--- config.mk ---
export PLATFORM = sky130hd
export DESIGN_NAME = embsp_top
export DESIGN_NICKNAME = d
export VERILOG_FILES = /design/src/logic/embsp_page_det.v /design/src/logic/embsp_top.v
export VERILOG_INCLUDE_DIRS = /design/src /design/src/logic
export SDC_FILE = /design/constraint.sdc
export NUM_CORES = 1
export LEC_CHECK = 0
export BUFFER_PORTS_ARGS = -buffer_cell sky130_fd_sc_hd__buf_2
export CAP_MARGIN = 20
export CORE_ASPECT_RATIO = 1.25
export CORE_MARGIN = 8
export CORE_UTILIZATION = 47
export DETAILED_ROUTE_END_ITERATION = 10
export HOLD_SLACK_MARGIN = 0.08
export PLACE_DENSITY = 0.72
export SLEW_MARGIN = 40
export SYNTH_ARGS = -nofsm -noshare
export SYNTH_HDL_FRONTEND = slang
export SYNTH_SLANG_ARGS = --single-unit
--- constraint.sdc ---
create_clock -name ref_clk -period 3 [get_ports ref_clk]
set_input_delay 0.45 -clock ref_clk [delete_from_list [all_inputs] [get_ports ref_clk]]
set_output_delay 0.45 -clock ref_clk [all_outputs]
set_load 0.01 [all_outputs]
--- src/logic/embsp_defs.vh ---
// Constants for the external memory bus sequencer
`ifndef EMBSP_DEFS_VH
`define EMBSP_DEFS_VH

// Register indexes; byte address is index times four
`define EMBSP_RI_BTC      10'h08E
`define EMBSP_RI_AC       10'h090
`define EMBSP_RI_TA       10'h091
`define EMBSP_RI_ST       10'h092

// Register fields and reset values
`define EMBSP_BTC_STR     2:0
`define EMBSP_AC_PGEN     7
`define EMBSP_AC_PGSEL    1:0
`define EMBSP_BTC_RST     8'h01
`define EMBSP_AC_RST      8'h00

// Timed access keys and window length in clocks
`define EMBSP_TA_KEY1     8'hAA
`define EMBSP_TA_KEY2     8'h55
`define EMBSP_TA_WIN      4'h8
`define EMBSP_TA_IDLE     2'h0
`define EMBSP_TA_ARMED    2'h1
`define EMBSP_TA_OPEN     2'h2

// Request kinds
`define EMBSP_K_FETCH     2'h0
`define EMBSP_K_RD        2'h1
`define EMBSP_K_WR        2'h2

// Page select codes
`define EMBSP_PS_1CYC     2'h0
`define EMBSP_PS_2CYC     2'h1
`define EMBSP_PS_4CYC     2'h2
`define EMBSP_PS_MODE2    2'h3

// Bus structures
`define EMBSP_BS_NP       2'h0
`define EMBSP_BS_PM1      2'h1
`define EMBSP_BS_PM2      2'h2

// Phase lengths in system clocks
`define EMBSP_NP_ALE      6'h01
`define EMBSP_NP_SET0     6'h01
`define EMBSP_NP_STB0     6'h02
`define EMBSP_NP_SET1     6'h02
`define EMBSP_NP_HLD1     6'h01
`define EMBSP_LONG_ALE    6'h05
`define EMBSP_LONG_SET    6'h06
`define EMBSP_LONG_HLD    6'h05
`define EMBSP_LONG_MIN    4'h7
`define EMBSP_LONG_BASE   4'h3
`define EMBSP_STR_CLKS    6'h04
`define EMBSP_ZERO_LEN    6'h00
`define EMBSP_ONE_LEN     6'h01
`define EMBSP_HIT_PS0     6'h01
`define EMBSP_HIT_PS1     6'h02
`define EMBSP_HIT_PS2     6'h04
`define EMBSP_HIT_M2      6'h02
`define EMBSP_HSTB_PS0    6'h01
`define EMBSP_HSTB_PS1    6'h01
`define EMBSP_HSTB_PS2    6'h02
`define EMBSP_HSTB_M2     6'h01

`endif

--- src/logic/embsp_page_det.v ---
// Page address store and page hit or miss decision
`include "embsp_defs.vh"

module embsp_page_det (
    input  wire       ref_clk,
    input  wire       rstn,
    input  wire       ce,
    input  wire       pg_en,
    input  wire [1:0] pg_sel,
    input  wire       take,
    input  wire       is_data,
    input  wire [7:0] addr_hi,
    output wire       miss,
    output wire       page_valid,
    output wire [7:0] last_page
);

    reg       valid_q;
    reg [7:0] page_q;
    reg       force_q;
    reg [2:0] mode_q;

    wire mode_chg = (mode_q != {pg_en, pg_sel});
    wire sel_one  = (pg_sel == `EMBSP_PS_1CYC);

    assign miss = !valid_q || mode_chg || (addr_hi != page_q) || (sel_one && (is_data || force_q));

    assign page_valid = valid_q;
    assign last_page  = page_q;

    always @(posedge ref_clk) begin
        if (!rstn) begin
            valid_q <= 1'b0;
            page_q  <= 8'h00;
            force_q <= 1'b0;
            mode_q  <= 3'h0;
        end else if (ce) begin
            mode_q <= {pg_en, pg_sel};
            if (mode_chg) begin
                valid_q <= 1'b0;
                force_q <= 1'b0;
            end
            if (take) begin
                valid_q <= 1'b1;
                page_q  <= addr_hi;
                force_q <= sel_one && is_data;
            end
        end
    end

endmodule // embsp_page_det

--- src/logic/embsp_top.v ---
// External memory bus sequencer with data stretch and page modes
//
// Operation
// - Internal one clock, external four clocks
// - Stretch from timing register low bits
// - Each stretch cycle is four clocks
// - Codes map to 0-3, 7-10 stretches
// - Code zero adds no stretch
// - Codes 1-3 add 1-3 stretches
// - First stretch adds setup and hold
// - Long codes widen latch, setup, hold, strobe
// - Non-page strobe widths 2 to 28 clocks
// - Page enable bit selects page mode
// - Address control written only after unlock
// - Page select sets hit/miss lengths
// - Mode 1 fetch: port zero floats
// - Mode 1 data on port zero
// - Miss when high byte differs
// - Hit drives low byte, no latch
// - Miss: high byte, latch, then hit
// - Select zero forces data-move misses
// - Mode 2: data on port two
// - Two-cycle mode: one-clock fetch strobe
// - Fetch strobe only for external fetches
//
// The implementer's own choice: the APB interface to the registers.
`include "embsp_defs.vh"

module embsp_top (
    input  wire        ref_clk,
    input  wire        rstn,
    input  wire        ce,
    input  wire        psel,
    input  wire        penable,
    input  wire        pwrite,
    input  wire [11:0] paddr,
    input  wire [31:0] pwdata,
    output wire [31:0] prdata,
    output wire        pready,
    output wire        pslverr,
    input  wire        req_valid,
    input  wire [1:0]  req_kind,
    input  wire        req_int,
    input  wire [15:0] req_addr,
    input  wire [7:0]  req_wdata,
    output wire        busy,
    output wire        done,
    output wire [7:0]  rdata,
    output wire        addr_latch,
    output wire        code_fetch_strobe_n,
    output wire        rd_n,
    output wire        wr_n,
    output wire [7:0]  port_zero_bus_o,
    output wire        port_zero_bus_oe,
    input  wire [7:0]  port_zero_bus_i,
    output wire [7:0]  port_two_bus_o,
    output wire        port_two_bus_oe,
    input  wire [7:0]  port_two_bus_i
);

    localparam [2:0] PH_IDLE = 3'h0;
    localparam [2:0] PH_ALE  = 3'h1;
    localparam [2:0] PH_SET  = 3'h2;
    localparam [2:0] PH_STB  = 3'h3;
    localparam [2:0] PH_HLD  = 3'h4;
    localparam [2:0] PH_INT  = 3'h5;

    reg [31:0] prdata_q;
    reg        pready_q;
    reg        pslverr_q;
    reg [7:0]  btc_q;
    reg [7:0]  ac_q;
    reg [1:0]  ta_st_q;
    reg [3:0]  ta_cnt_q;
    reg [2:0]  ph_q;
    reg [5:0]  cnt_q;
    reg [5:0]  la_q;
    reg [5:0]  ls_q;
    reg [5:0]  lt_q;
    reg [5:0]  lh_q;
    reg [1:0]  kind_q;
    reg [15:0] addr_q;
    reg [7:0]  wd_q;
    reg [1:0]  bs_q;
    reg        busy_q;
    reg        done_q;
    reg [7:0]  rdata_q;
    reg        ale_q;
    reg        code_fetch_strobe_n_n_q;
    reg        rd_n_q;
    reg        wr_n_q;
    reg [7:0]  p0_o_q;
    reg        p0_oe_q;
    reg [7:0]  p2_o_q;
    reg        p2_oe_q;
    reg [7:0]  p0_m_q;
    reg [7:0]  p0_s_q;
    reg [7:0]  p2_m_q;
    reg [7:0]  p2_s_q;

    wire       page_miss;
    wire       page_valid;
    wire [7:0] last_page;

    assign prdata              = prdata_q;
    assign pready              = pready_q;
    assign pslverr             = pslverr_q;
    assign busy                = busy_q;
    assign done                = done_q;
    assign rdata               = rdata_q;
    assign addr_latch          = ale_q;
    assign code_fetch_strobe_n = code_fetch_strobe_n_n_q;
    assign rd_n                = rd_n_q;
    assign wr_n                = wr_n_q;
    assign port_zero_bus_o     = p0_o_q;
    assign port_zero_bus_oe    = p0_oe_q;
    assign port_two_bus_o      = p2_o_q;
    assign port_two_bus_oe     = p2_oe_q;

    function is_reg;
        input [11:0] a;
        input [9:0]  idx;
        begin
            is_reg = (a[11:2] == idx);
        end
    endfunction

    function [3:0] stretch_cycles;
        input [2:0] code;
        begin
            if (code[2])
                stretch_cycles = `EMBSP_LONG_MIN + {2'h0, code[1:0]};
            else
                stretch_cycles = {2'h0, code[1:0]};
        end
    endfunction

    // Skips latch, setup and hold phases of zero length
    function [2:0] nxt;
        input [2:0] ph;
        input [5:0] a;
        input [5:0] s;
        input [5:0] h;
        begin
            case (ph)
                PH_IDLE: nxt = (a != `EMBSP_ZERO_LEN) ? PH_ALE : (s != `EMBSP_ZERO_LEN) ? PH_SET : PH_STB;
                PH_ALE:  nxt = (s != `EMBSP_ZERO_LEN) ? PH_SET : PH_STB;
                PH_SET:  nxt = PH_STB;
                PH_STB:  nxt = (h != `EMBSP_ZERO_LEN) ? PH_HLD : PH_IDLE;
                default: nxt = PH_IDLE;
            endcase
        end
    endfunction

    function [5:0] len_of;
        input [2:0] ph;
        input [5:0] a;
        input [5:0] s;
        input [5:0] t;
        input [5:0] h;
        begin
            case (ph)
                PH_ALE:  len_of = a;
                PH_SET:  len_of = s;
                PH_STB:  len_of = t;
                PH_HLD:  len_of = h;
                default: len_of = `EMBSP_ONE_LEN;
            endcase
        end
    endfunction

    // Pins cross two flops before use
    always @(posedge ref_clk) begin
        if (!rstn) begin
            p0_m_q <= 8'h00;
            p0_s_q <= 8'h00;
            p2_m_q <= 8'h00;
            p2_s_q <= 8'h00;
        end else if (ce) begin
            p0_m_q <= port_zero_bus_i;
            p0_s_q <= p0_m_q;
            p2_m_q <= port_two_bus_i;
            p2_s_q <= p2_m_q;
        end
    end

    // Register bus slave
    reg [31:0] rd_word;
    reg        hit_reg;
    wire       apb_acc = psel && penable && pready_q;
    wire       ta_open = (ta_st_q == `EMBSP_TA_OPEN);

    always @* begin
        rd_word = 32'h00000000;
        hit_reg = 1'b1;
        if (is_reg(paddr, `EMBSP_RI_BTC))
            rd_word = {24'h000000, btc_q};
        else if (is_reg(paddr, `EMBSP_RI_AC))
            rd_word = {24'h000000, ac_q};
        else if (is_reg(paddr, `EMBSP_RI_TA))
            rd_word = {30'h00000000, ta_st_q};
        else if (is_reg(paddr, `EMBSP_RI_ST))
            rd_word = {16'h0000, last_page, 6'h00, page_valid, busy_q};
        else
            hit_reg = 1'b0;
    end

    always @(posedge ref_clk) begin
        if (!rstn) begin
            prdata_q  <= 32'h00000000;
            pready_q  <= 1'b0;
            pslverr_q <= 1'b0;
            btc_q     <= `EMBSP_BTC_RST;
            ac_q      <= `EMBSP_AC_RST;
            ta_st_q   <= `EMBSP_TA_IDLE;
            ta_cnt_q  <= 4'h0;
        end else if (ce) begin
            // Unlock window closes by itself
            if (ta_open) begin
                if (ta_cnt_q == 4'h0)
                    ta_st_q <= `EMBSP_TA_IDLE;
                else
                    ta_cnt_q <= ta_cnt_q - 4'h1;
            end
            if (psel && !penable) begin
                pready_q  <= 1'b1;
                pslverr_q <= !hit_reg;
                prdata_q  <= rd_word;
            end else if (apb_acc) begin
                pready_q  <= 1'b0;
                pslverr_q <= 1'b0;
            end
            if (apb_acc && pwrite && !pslverr_q) begin
                if (is_reg(paddr, `EMBSP_RI_BTC))
                    btc_q <= pwdata[7:0];
                if (is_reg(paddr, `EMBSP_RI_AC) && ta_open) begin
                    ac_q    <= pwdata[7:0];
                    ta_st_q <= `EMBSP_TA_IDLE;
                end
                if (is_reg(paddr, `EMBSP_RI_TA)) begin
                    if (pwdata[7:0] == `EMBSP_TA_KEY1) begin
                        ta_st_q <= `EMBSP_TA_ARMED;
                    end else if (ta_st_q == `EMBSP_TA_ARMED && pwdata[7:0] == `EMBSP_TA_KEY2) begin
                        ta_st_q  <= `EMBSP_TA_OPEN;
                        ta_cnt_q <= `EMBSP_TA_WIN;
                    end else begin
                        ta_st_q <= `EMBSP_TA_IDLE;
                    end
                end else if (ta_st_q == `EMBSP_TA_ARMED) begin
                    ta_st_q <= `EMBSP_TA_IDLE;
                end
            end
        end
    end

    // Cycle shaping for a new request
    wire       pe      = ac_q[`EMBSP_AC_PGEN];
    wire [1:0] ps      = ac_q[`EMBSP_AC_PGSEL];
    wire       is_data = (req_kind != `EMBSP_K_FETCH);
    wire       idle    = (ph_q == PH_IDLE);
    wire       take    = req_valid && idle;
    wire       take_ex = ce && take && !req_int;
    wire       np_time = !pe || (ps == `EMBSP_PS_MODE2 && is_data);

    reg [3:0] s_cyc;
    reg [5:0] hit_len;
    reg [5:0] l_a;
    reg [5:0] l_s;
    reg [5:0] l_t;
    reg [5:0] l_h;
    reg [1:0] bs_n;

    always @* begin
        s_cyc   = is_data ? stretch_cycles(btc_q[`EMBSP_BTC_STR]) : 4'h0;
        hit_len = `EMBSP_HIT_PS0;
        l_a     = `EMBSP_NP_ALE;
        l_s     = `EMBSP_NP_SET0;
        l_t     = `EMBSP_NP_STB0;
        l_h     = `EMBSP_ZERO_LEN;
        bs_n    = `EMBSP_BS_NP;
        if (np_time) begin
            // Mode 2 data keeps classic timing
            bs_n = pe ? `EMBSP_BS_PM2 : `EMBSP_BS_NP;
            if (s_cyc == 4'h0) begin
                l_t = `EMBSP_NP_STB0;
            end else if (s_cyc < `EMBSP_LONG_MIN) begin
                // Two clock setup, one clock hold
                l_s = `EMBSP_NP_SET1;
                l_t = `EMBSP_STR_CLKS * {2'h0, s_cyc};
                l_h = `EMBSP_NP_HLD1;
            end else begin
                l_a = `EMBSP_LONG_ALE;
                l_s = `EMBSP_LONG_SET;
                l_t = `EMBSP_STR_CLKS * {2'h0, s_cyc - `EMBSP_LONG_BASE};
                l_h = `EMBSP_LONG_HLD;
            end
        end else begin
            bs_n = (ps == `EMBSP_PS_MODE2) ? `EMBSP_BS_PM2 : `EMBSP_BS_PM1;
            case (ps)
                `EMBSP_PS_1CYC: begin
                    hit_len = `EMBSP_HIT_PS0;
                    l_t     = `EMBSP_HSTB_PS0;
                end
                `EMBSP_PS_2CYC: begin
                    hit_len = `EMBSP_HIT_PS1;
                    l_t     = `EMBSP_HSTB_PS1;
                end
                `EMBSP_PS_4CYC: begin
                    hit_len = `EMBSP_HIT_PS2;
                    l_t     = `EMBSP_HSTB_PS2;
                end
                default: begin
                    hit_len = `EMBSP_HIT_M2;
                    l_t     = `EMBSP_HSTB_M2;
                end
            endcase
            // Miss doubles with a latch half
            l_a = page_miss ? hit_len : `EMBSP_ZERO_LEN;
            l_s = hit_len - l_t;
        end
    end

    embsp_page_det u_page_det (
        .ref_clk    (ref_clk),
        .rstn       (rstn),
        .ce         (ce),
        .pg_en      (pe),
        .pg_sel     (ps),
        .take       (take_ex),
        .is_data    (is_data),
        .addr_hi    (req_addr[15:8]),
        .miss       (page_miss),
        .page_valid (page_valid),
        .last_page  (last_page)
    );

    // Phase sequencer
    reg [2:0] ph_d;
    reg [5:0] cnt_d;
    reg       done_d;

    always @* begin
        ph_d   = ph_q;
        cnt_d  = cnt_q;
        done_d = 1'b0;
        if (idle) begin
            if (req_valid) begin
                if (req_int) begin
                    ph_d  = PH_INT;
                    cnt_d = `EMBSP_ZERO_LEN;
                end else begin
                    ph_d  = nxt(PH_IDLE, l_a, l_s, l_h);
                    cnt_d = len_of(ph_d, l_a, l_s, l_t, l_h) - `EMBSP_ONE_LEN;
                end
            end
        end else if (ph_q == PH_INT) begin
            ph_d   = PH_IDLE;
            done_d = 1'b1;
        end else if (cnt_q != `EMBSP_ZERO_LEN) begin
            cnt_d = cnt_q - `EMBSP_ONE_LEN;
        end else begin
            ph_d   = nxt(ph_q, la_q, ls_q, lh_q);
            cnt_d  = len_of(ph_d, la_q, ls_q, lt_q, lh_q) - `EMBSP_ONE_LEN;
            done_d = (ph_d == PH_IDLE);
        end
    end

    // Pin values follow the next phase
    wire [1:0]  kind_c = idle ? req_kind : kind_q;
    wire [15:0] addr_c = idle ? req_addr : addr_q;
    wire [7:0]  wd_c   = idle ? req_wdata : wd_q;
    wire [1:0]  bs_c   = idle ? bs_n : bs_q;
    wire        wr_c   = (kind_c == `EMBSP_K_WR);

    reg       ale_d;
    reg       code_fetch_strobe_n_n_d;
    reg       rd_n_d;
    reg       wr_n_d;
    reg [7:0] p0_o_d;
    reg       p0_oe_d;
    reg [7:0] p2_o_d;
    reg       p2_oe_d;

    always @* begin
        ale_d    = 1'b0;
        code_fetch_strobe_n_n_d = 1'b1;
        rd_n_d   = 1'b1;
        wr_n_d   = 1'b1;
        p0_o_d   = 8'h00;
        p0_oe_d  = 1'b0;
        p2_o_d   = 8'h00;
        p2_oe_d  = 1'b0;
        if (ph_d == PH_ALE) begin
            ale_d   = 1'b1;
            p2_o_d  = addr_c[15:8];
            p2_oe_d = 1'b1;
            if (bs_c != `EMBSP_BS_PM1) begin
                p0_o_d  = addr_c[7:0];
                p0_oe_d = 1'b1;
            end
        end else if (ph_d == PH_SET || ph_d == PH_STB || ph_d == PH_HLD) begin
            case (bs_c)
                `EMBSP_BS_PM1: begin
                    p2_o_d  = addr_c[7:0];
                    p2_oe_d = 1'b1;
                    p0_o_d  = wd_c;
                    p0_oe_d = wr_c;
                end
                `EMBSP_BS_PM2: begin
                    // Low byte on zero, data on two
                    p0_o_d  = addr_c[7:0];
                    p0_oe_d = 1'b1;
                    p2_o_d  = wd_c;
                    p2_oe_d = wr_c;
                end
                default: begin
                    p2_o_d  = addr_c[15:8];
                    p2_oe_d = 1'b1;
                    p0_o_d  = wd_c;
                    p0_oe_d = wr_c;
                end
            endcase
            if (ph_d == PH_STB) begin
                code_fetch_strobe_n_n_d = (kind_c != `EMBSP_K_FETCH);
                rd_n_d   = (kind_c != `EMBSP_K_RD);
                wr_n_d   = !wr_c;
            end
        end
    end

    always @(posedge ref_clk) begin
        if (!rstn) begin
            ph_q     <= PH_IDLE;
            cnt_q    <= `EMBSP_ZERO_LEN;
            la_q     <= `EMBSP_ZERO_LEN;
            ls_q     <= `EMBSP_ZERO_LEN;
            lt_q     <= `EMBSP_ZERO_LEN;
            lh_q     <= `EMBSP_ZERO_LEN;
            kind_q   <= `EMBSP_K_FETCH;
            addr_q   <= 16'h0000;
            wd_q     <= 8'h00;
            bs_q     <= `EMBSP_BS_NP;
            busy_q   <= 1'b0;
            done_q   <= 1'b0;
            rdata_q  <= 8'h00;
            ale_q    <= 1'b0;
            code_fetch_strobe_n_n_q <= 1'b1;
            rd_n_q   <= 1'b1;
            wr_n_q   <= 1'b1;
            p0_o_q   <= 8'h00;
            p0_oe_q  <= 1'b0;
            p2_o_q   <= 8'h00;
            p2_oe_q  <= 1'b0;
        end else if (ce) begin
            ph_q   <= ph_d;
            cnt_q  <= cnt_d;
            busy_q <= (ph_d != PH_IDLE);
            done_q <= done_d;
            if (take) begin
                la_q   <= l_a;
                ls_q   <= l_s;
                lt_q   <= l_t;
                lh_q   <= l_h;
                kind_q <= req_kind;
                addr_q <= req_addr;
                wd_q   <= req_wdata;
                bs_q   <= bs_n;
            end
            // Data taken as the strobe ends
            if (ph_q == PH_STB && cnt_q == `EMBSP_ZERO_LEN && kind_q != `EMBSP_K_WR)
                rdata_q <= (bs_q == `EMBSP_BS_PM2) ? p2_s_q : p0_s_q;
            ale_q    <= ale_d;
            code_fetch_strobe_n_n_q <= code_fetch_strobe_n_n_d;
            rd_n_q   <= rd_n_d;
            wr_n_q   <= wr_n_d;
            p0_o_q   <= p0_o_d;
            p0_oe_q  <= p0_oe_d;
            p2_o_q   <= p2_o_d;
            p2_oe_q  <= p2_oe_d;
        end
    end

endmodule // embsp_top

==> run metrics <==
Worst setup SP type flip-flop; vias per inst 5.58; dpl cells 1349; worst vdd ir 0.000386 V; Clock transition at path regs 0.07 ns; yosys warns 0; Worst Path Required 3.38 ns; crit path max fanout 4; CP peak stage delay 0.34 ns; Async S/R FF share, synth 0; CTS tree built; clock sink count 167; number of diodes 0; worst clock skew 0.0114 ns; Non-Filler Instances 1380; max-slew violation count 0; initial antenna violation count 0; status finished, final reports clean; Post-DP HPWL 16400 um; worst min path class in -> reg; post-synth cell types 65; most used cell along the critical path ha_1; initial drt markers 621; Pre-antenna DRT Iters 6; GPL Wtd Cong 0.879; Setup CP Type reg -> reg; Total GRT Usage 0.197; Crit-path slowest cell or3_1; Initial Util 0.476; cells after synthesis 1024; largest net degree at the start of global routing 52; fill cell count 1635; final setup TNS 0 ns; share of cells above drive strength 1 0.189; total CTS buffers 17; # setup viols final 0; slew margin rel. 0.540; hold_buf cts 0; first-pass GRT wire length 36700 um; Power Density 534 nW/um2; Worst-Skew Late Latency 0.43 ns; Layout area overhead 17.9%; Clock Path Buffers 2; Critical Path AT 3.25 ns; most common flop cell mapped by yosys dfxtp_1; routed wire length 22900 um; Post-synth EDFFs 0; Clock Tree Root clkbuf_16; post-route ant nets 0; htree depth 4; IO Count 160; total die area 22800 um2; Core Rows 55; Die H 167 um; Yosys reg bits 167; fin crit share 0.956; Overflow after GRT 0; critical path cell sequence inv_1 > ha_1 > a211o_1 > ha_2 > o21ai_1 > a31oi_1 > and2_1 > a221oi_4 > ha_1 > or3_1 > o211ai_1 > o211a_1; vias in the first global route 7495; kind of cell adding the most delay to the critical path compound AO/OA/AOI/OAI gates; layout net count 1242; Critical path buffers and inverters 1; Final Hold Vio Count 0; vias 7702; CORE AREA 18000 um2; RSZ-0062 raised after global routing no; DRC violations left 0; Avg Cell Area, Syn 8.35 um2; Die Width 137 um; final core occ 0.561; sequential-to-total area share from yosys stat 0.391; Tmin final 2.87 ns; FMAX 0.349 GHz; worst-margin pin slew 0.690 ns; leakage power 4.35 nW; Worst Setup End Kind flip-flop; Max Cap Viol 0; wire per inst 16.6 um; Mapped Area 8550 um2; buffers added on ports 117
==> layer usage <==
layer  track usage  part of all wire  wire length [um]
met1         0.232              0.42              9520
met3        0.0509             0.067              1540
met2         0.330              0.49             11300
met5             0                 0                 0
met4        0.0823             0.024               558
==> registers in the layout, indices dropped and copies added (netlist names), 4 cells and up, named ones only <==
name and flops:
p2_m_q 8, port_two_bus_o 8, rdata 8, p0_m_q 8
cnt_q 6, p2_s_q 8, lt_q 6, port_zero_bus_o 8
ta_cnt_q 4, wd_q 8, ls_q 5, btc_q 8
addr_q 16, prdata 16, u_page_det.last_page 8, ac_q 8
p0_s_q 8
==> cell usage after synthesis (all sizes together) (9+ instances only) <==
master / number / area, um2
nand2: 182 / 683
dfxtp: 167 / 3340
nor2b: 73 / 457
mux2i: 69 / 691
clkbuf: 57 / 214
nor2: 56 / 210
a21boi: 42 / 315
o21ai: 41 / 205
a21oi: 35 / 175
buf: 27 / 163
nand3: 26 / 130
a221oi: 22 / 193
inv: 15 / 56.3
nor3b: 15 / 113
o211a: 14 / 140
xnor2: 12 / 105
a22oi: 11 / 82.6
a32oi: 11 / 96.3
and2: 10 / 62.6
nand2b: 10 / 62.6
nor3: 10 / 50.1
nand3b: 9 / 80.1
nor4: 9 / 81.3
o32ai: 9 / 86.3
==> power by group <==
group | leakage, nW | switching (W) | internal [W]
Combinational | 2.71 | 0.000497 | 0.000337
Sequential | 1.36 | 0.0000677 | 0.00231
Clock | 0.276 | 0.000906 | 0.00127
==> final cells by class <==
class	instances	area, um2	area share
clock buffer	21	460	0.0457
clock inverter	10	119	0.0118
timing repair buffer	166	958	0.0951
multi-input combinational	772	4850	0.481
tap	228	285	0.0283
inverter	16	60.1	0.00596
sequential	167	3340	0.332
==> metrics by stage <==
stage	total power [W]	worst slack, ns	area (um2)	hold slack [ns]
3_5_place_dp	0.00325	-0.0997	9480	0.457
3_3_place_gp	0.00324	-0.0661	9480	0.449
4_1_cts	0.00541	0.0257	10100	0.263
2_1_floorplan	0.00298	0.0462	8610	0.443
5_1_grt	0.00560	0.00637	10100	0.267
6_report	0.00539	0.133	10100	0.272
==> layout by cell type (no fill, tap or decap), drive strengths merged, types with 22 or more instances in the layout <==
cell type	netlist	layout
nor2	56	56
a221oi	22	22
dfxtp	167	167
nor2b	73	73
buf	27	166
a21boi	42	42
nand3	26	26
o21ai	41	41
a21oi	35	35
mux2i	69	69
nand2	182	182
==> what timing repair did <==
action                                 4_1_cts  5_1_grt
endpoints found under the hold margin        0        0
gates resized for setup                      1        3
pin swaps                                    0        1
buffers inserted                             0        0
setup endpoints to repair                    1        1
==> tightest hold or removal path, delay by kind of cell <==
family                 cells  cell delay [ns]
AND/OR/NAND/NOR            1             0.04
buffers and inverters      1             0.10
AO/OA/AOI/OAI              1             0.06
==> cells by family after synthesis <==
logic type / count (synthesis) / synth area share
multiplexers: 71 / 0.0839
adder cells (fa/ha/maj): 8 / 0.0117
XOR/XNOR: 17 / 0.0174
AO/OA/AOI/OAI: 225 / 0.188
buffers and inverters: 100 / 0.0511
flip-flops: 167 / 0.391
AND/OR/NAND/NOR: 435 / 0.257
other: 1 / 0.000439
==> final timing paths <==
path                start          to  slack [ns]  cells past startpoint
max              btc_q[0]    cnt_q[1]        0.13                     12
min          req_wdata[4]     wd_q[4]        0.27                      3
max reg2reg      btc_q[0]    cnt_q[1]        0.13                     12
min reg2reg    addr_q[15]  addr_q[15]        0.46                      2
Power figures use the tool's default switching activity.
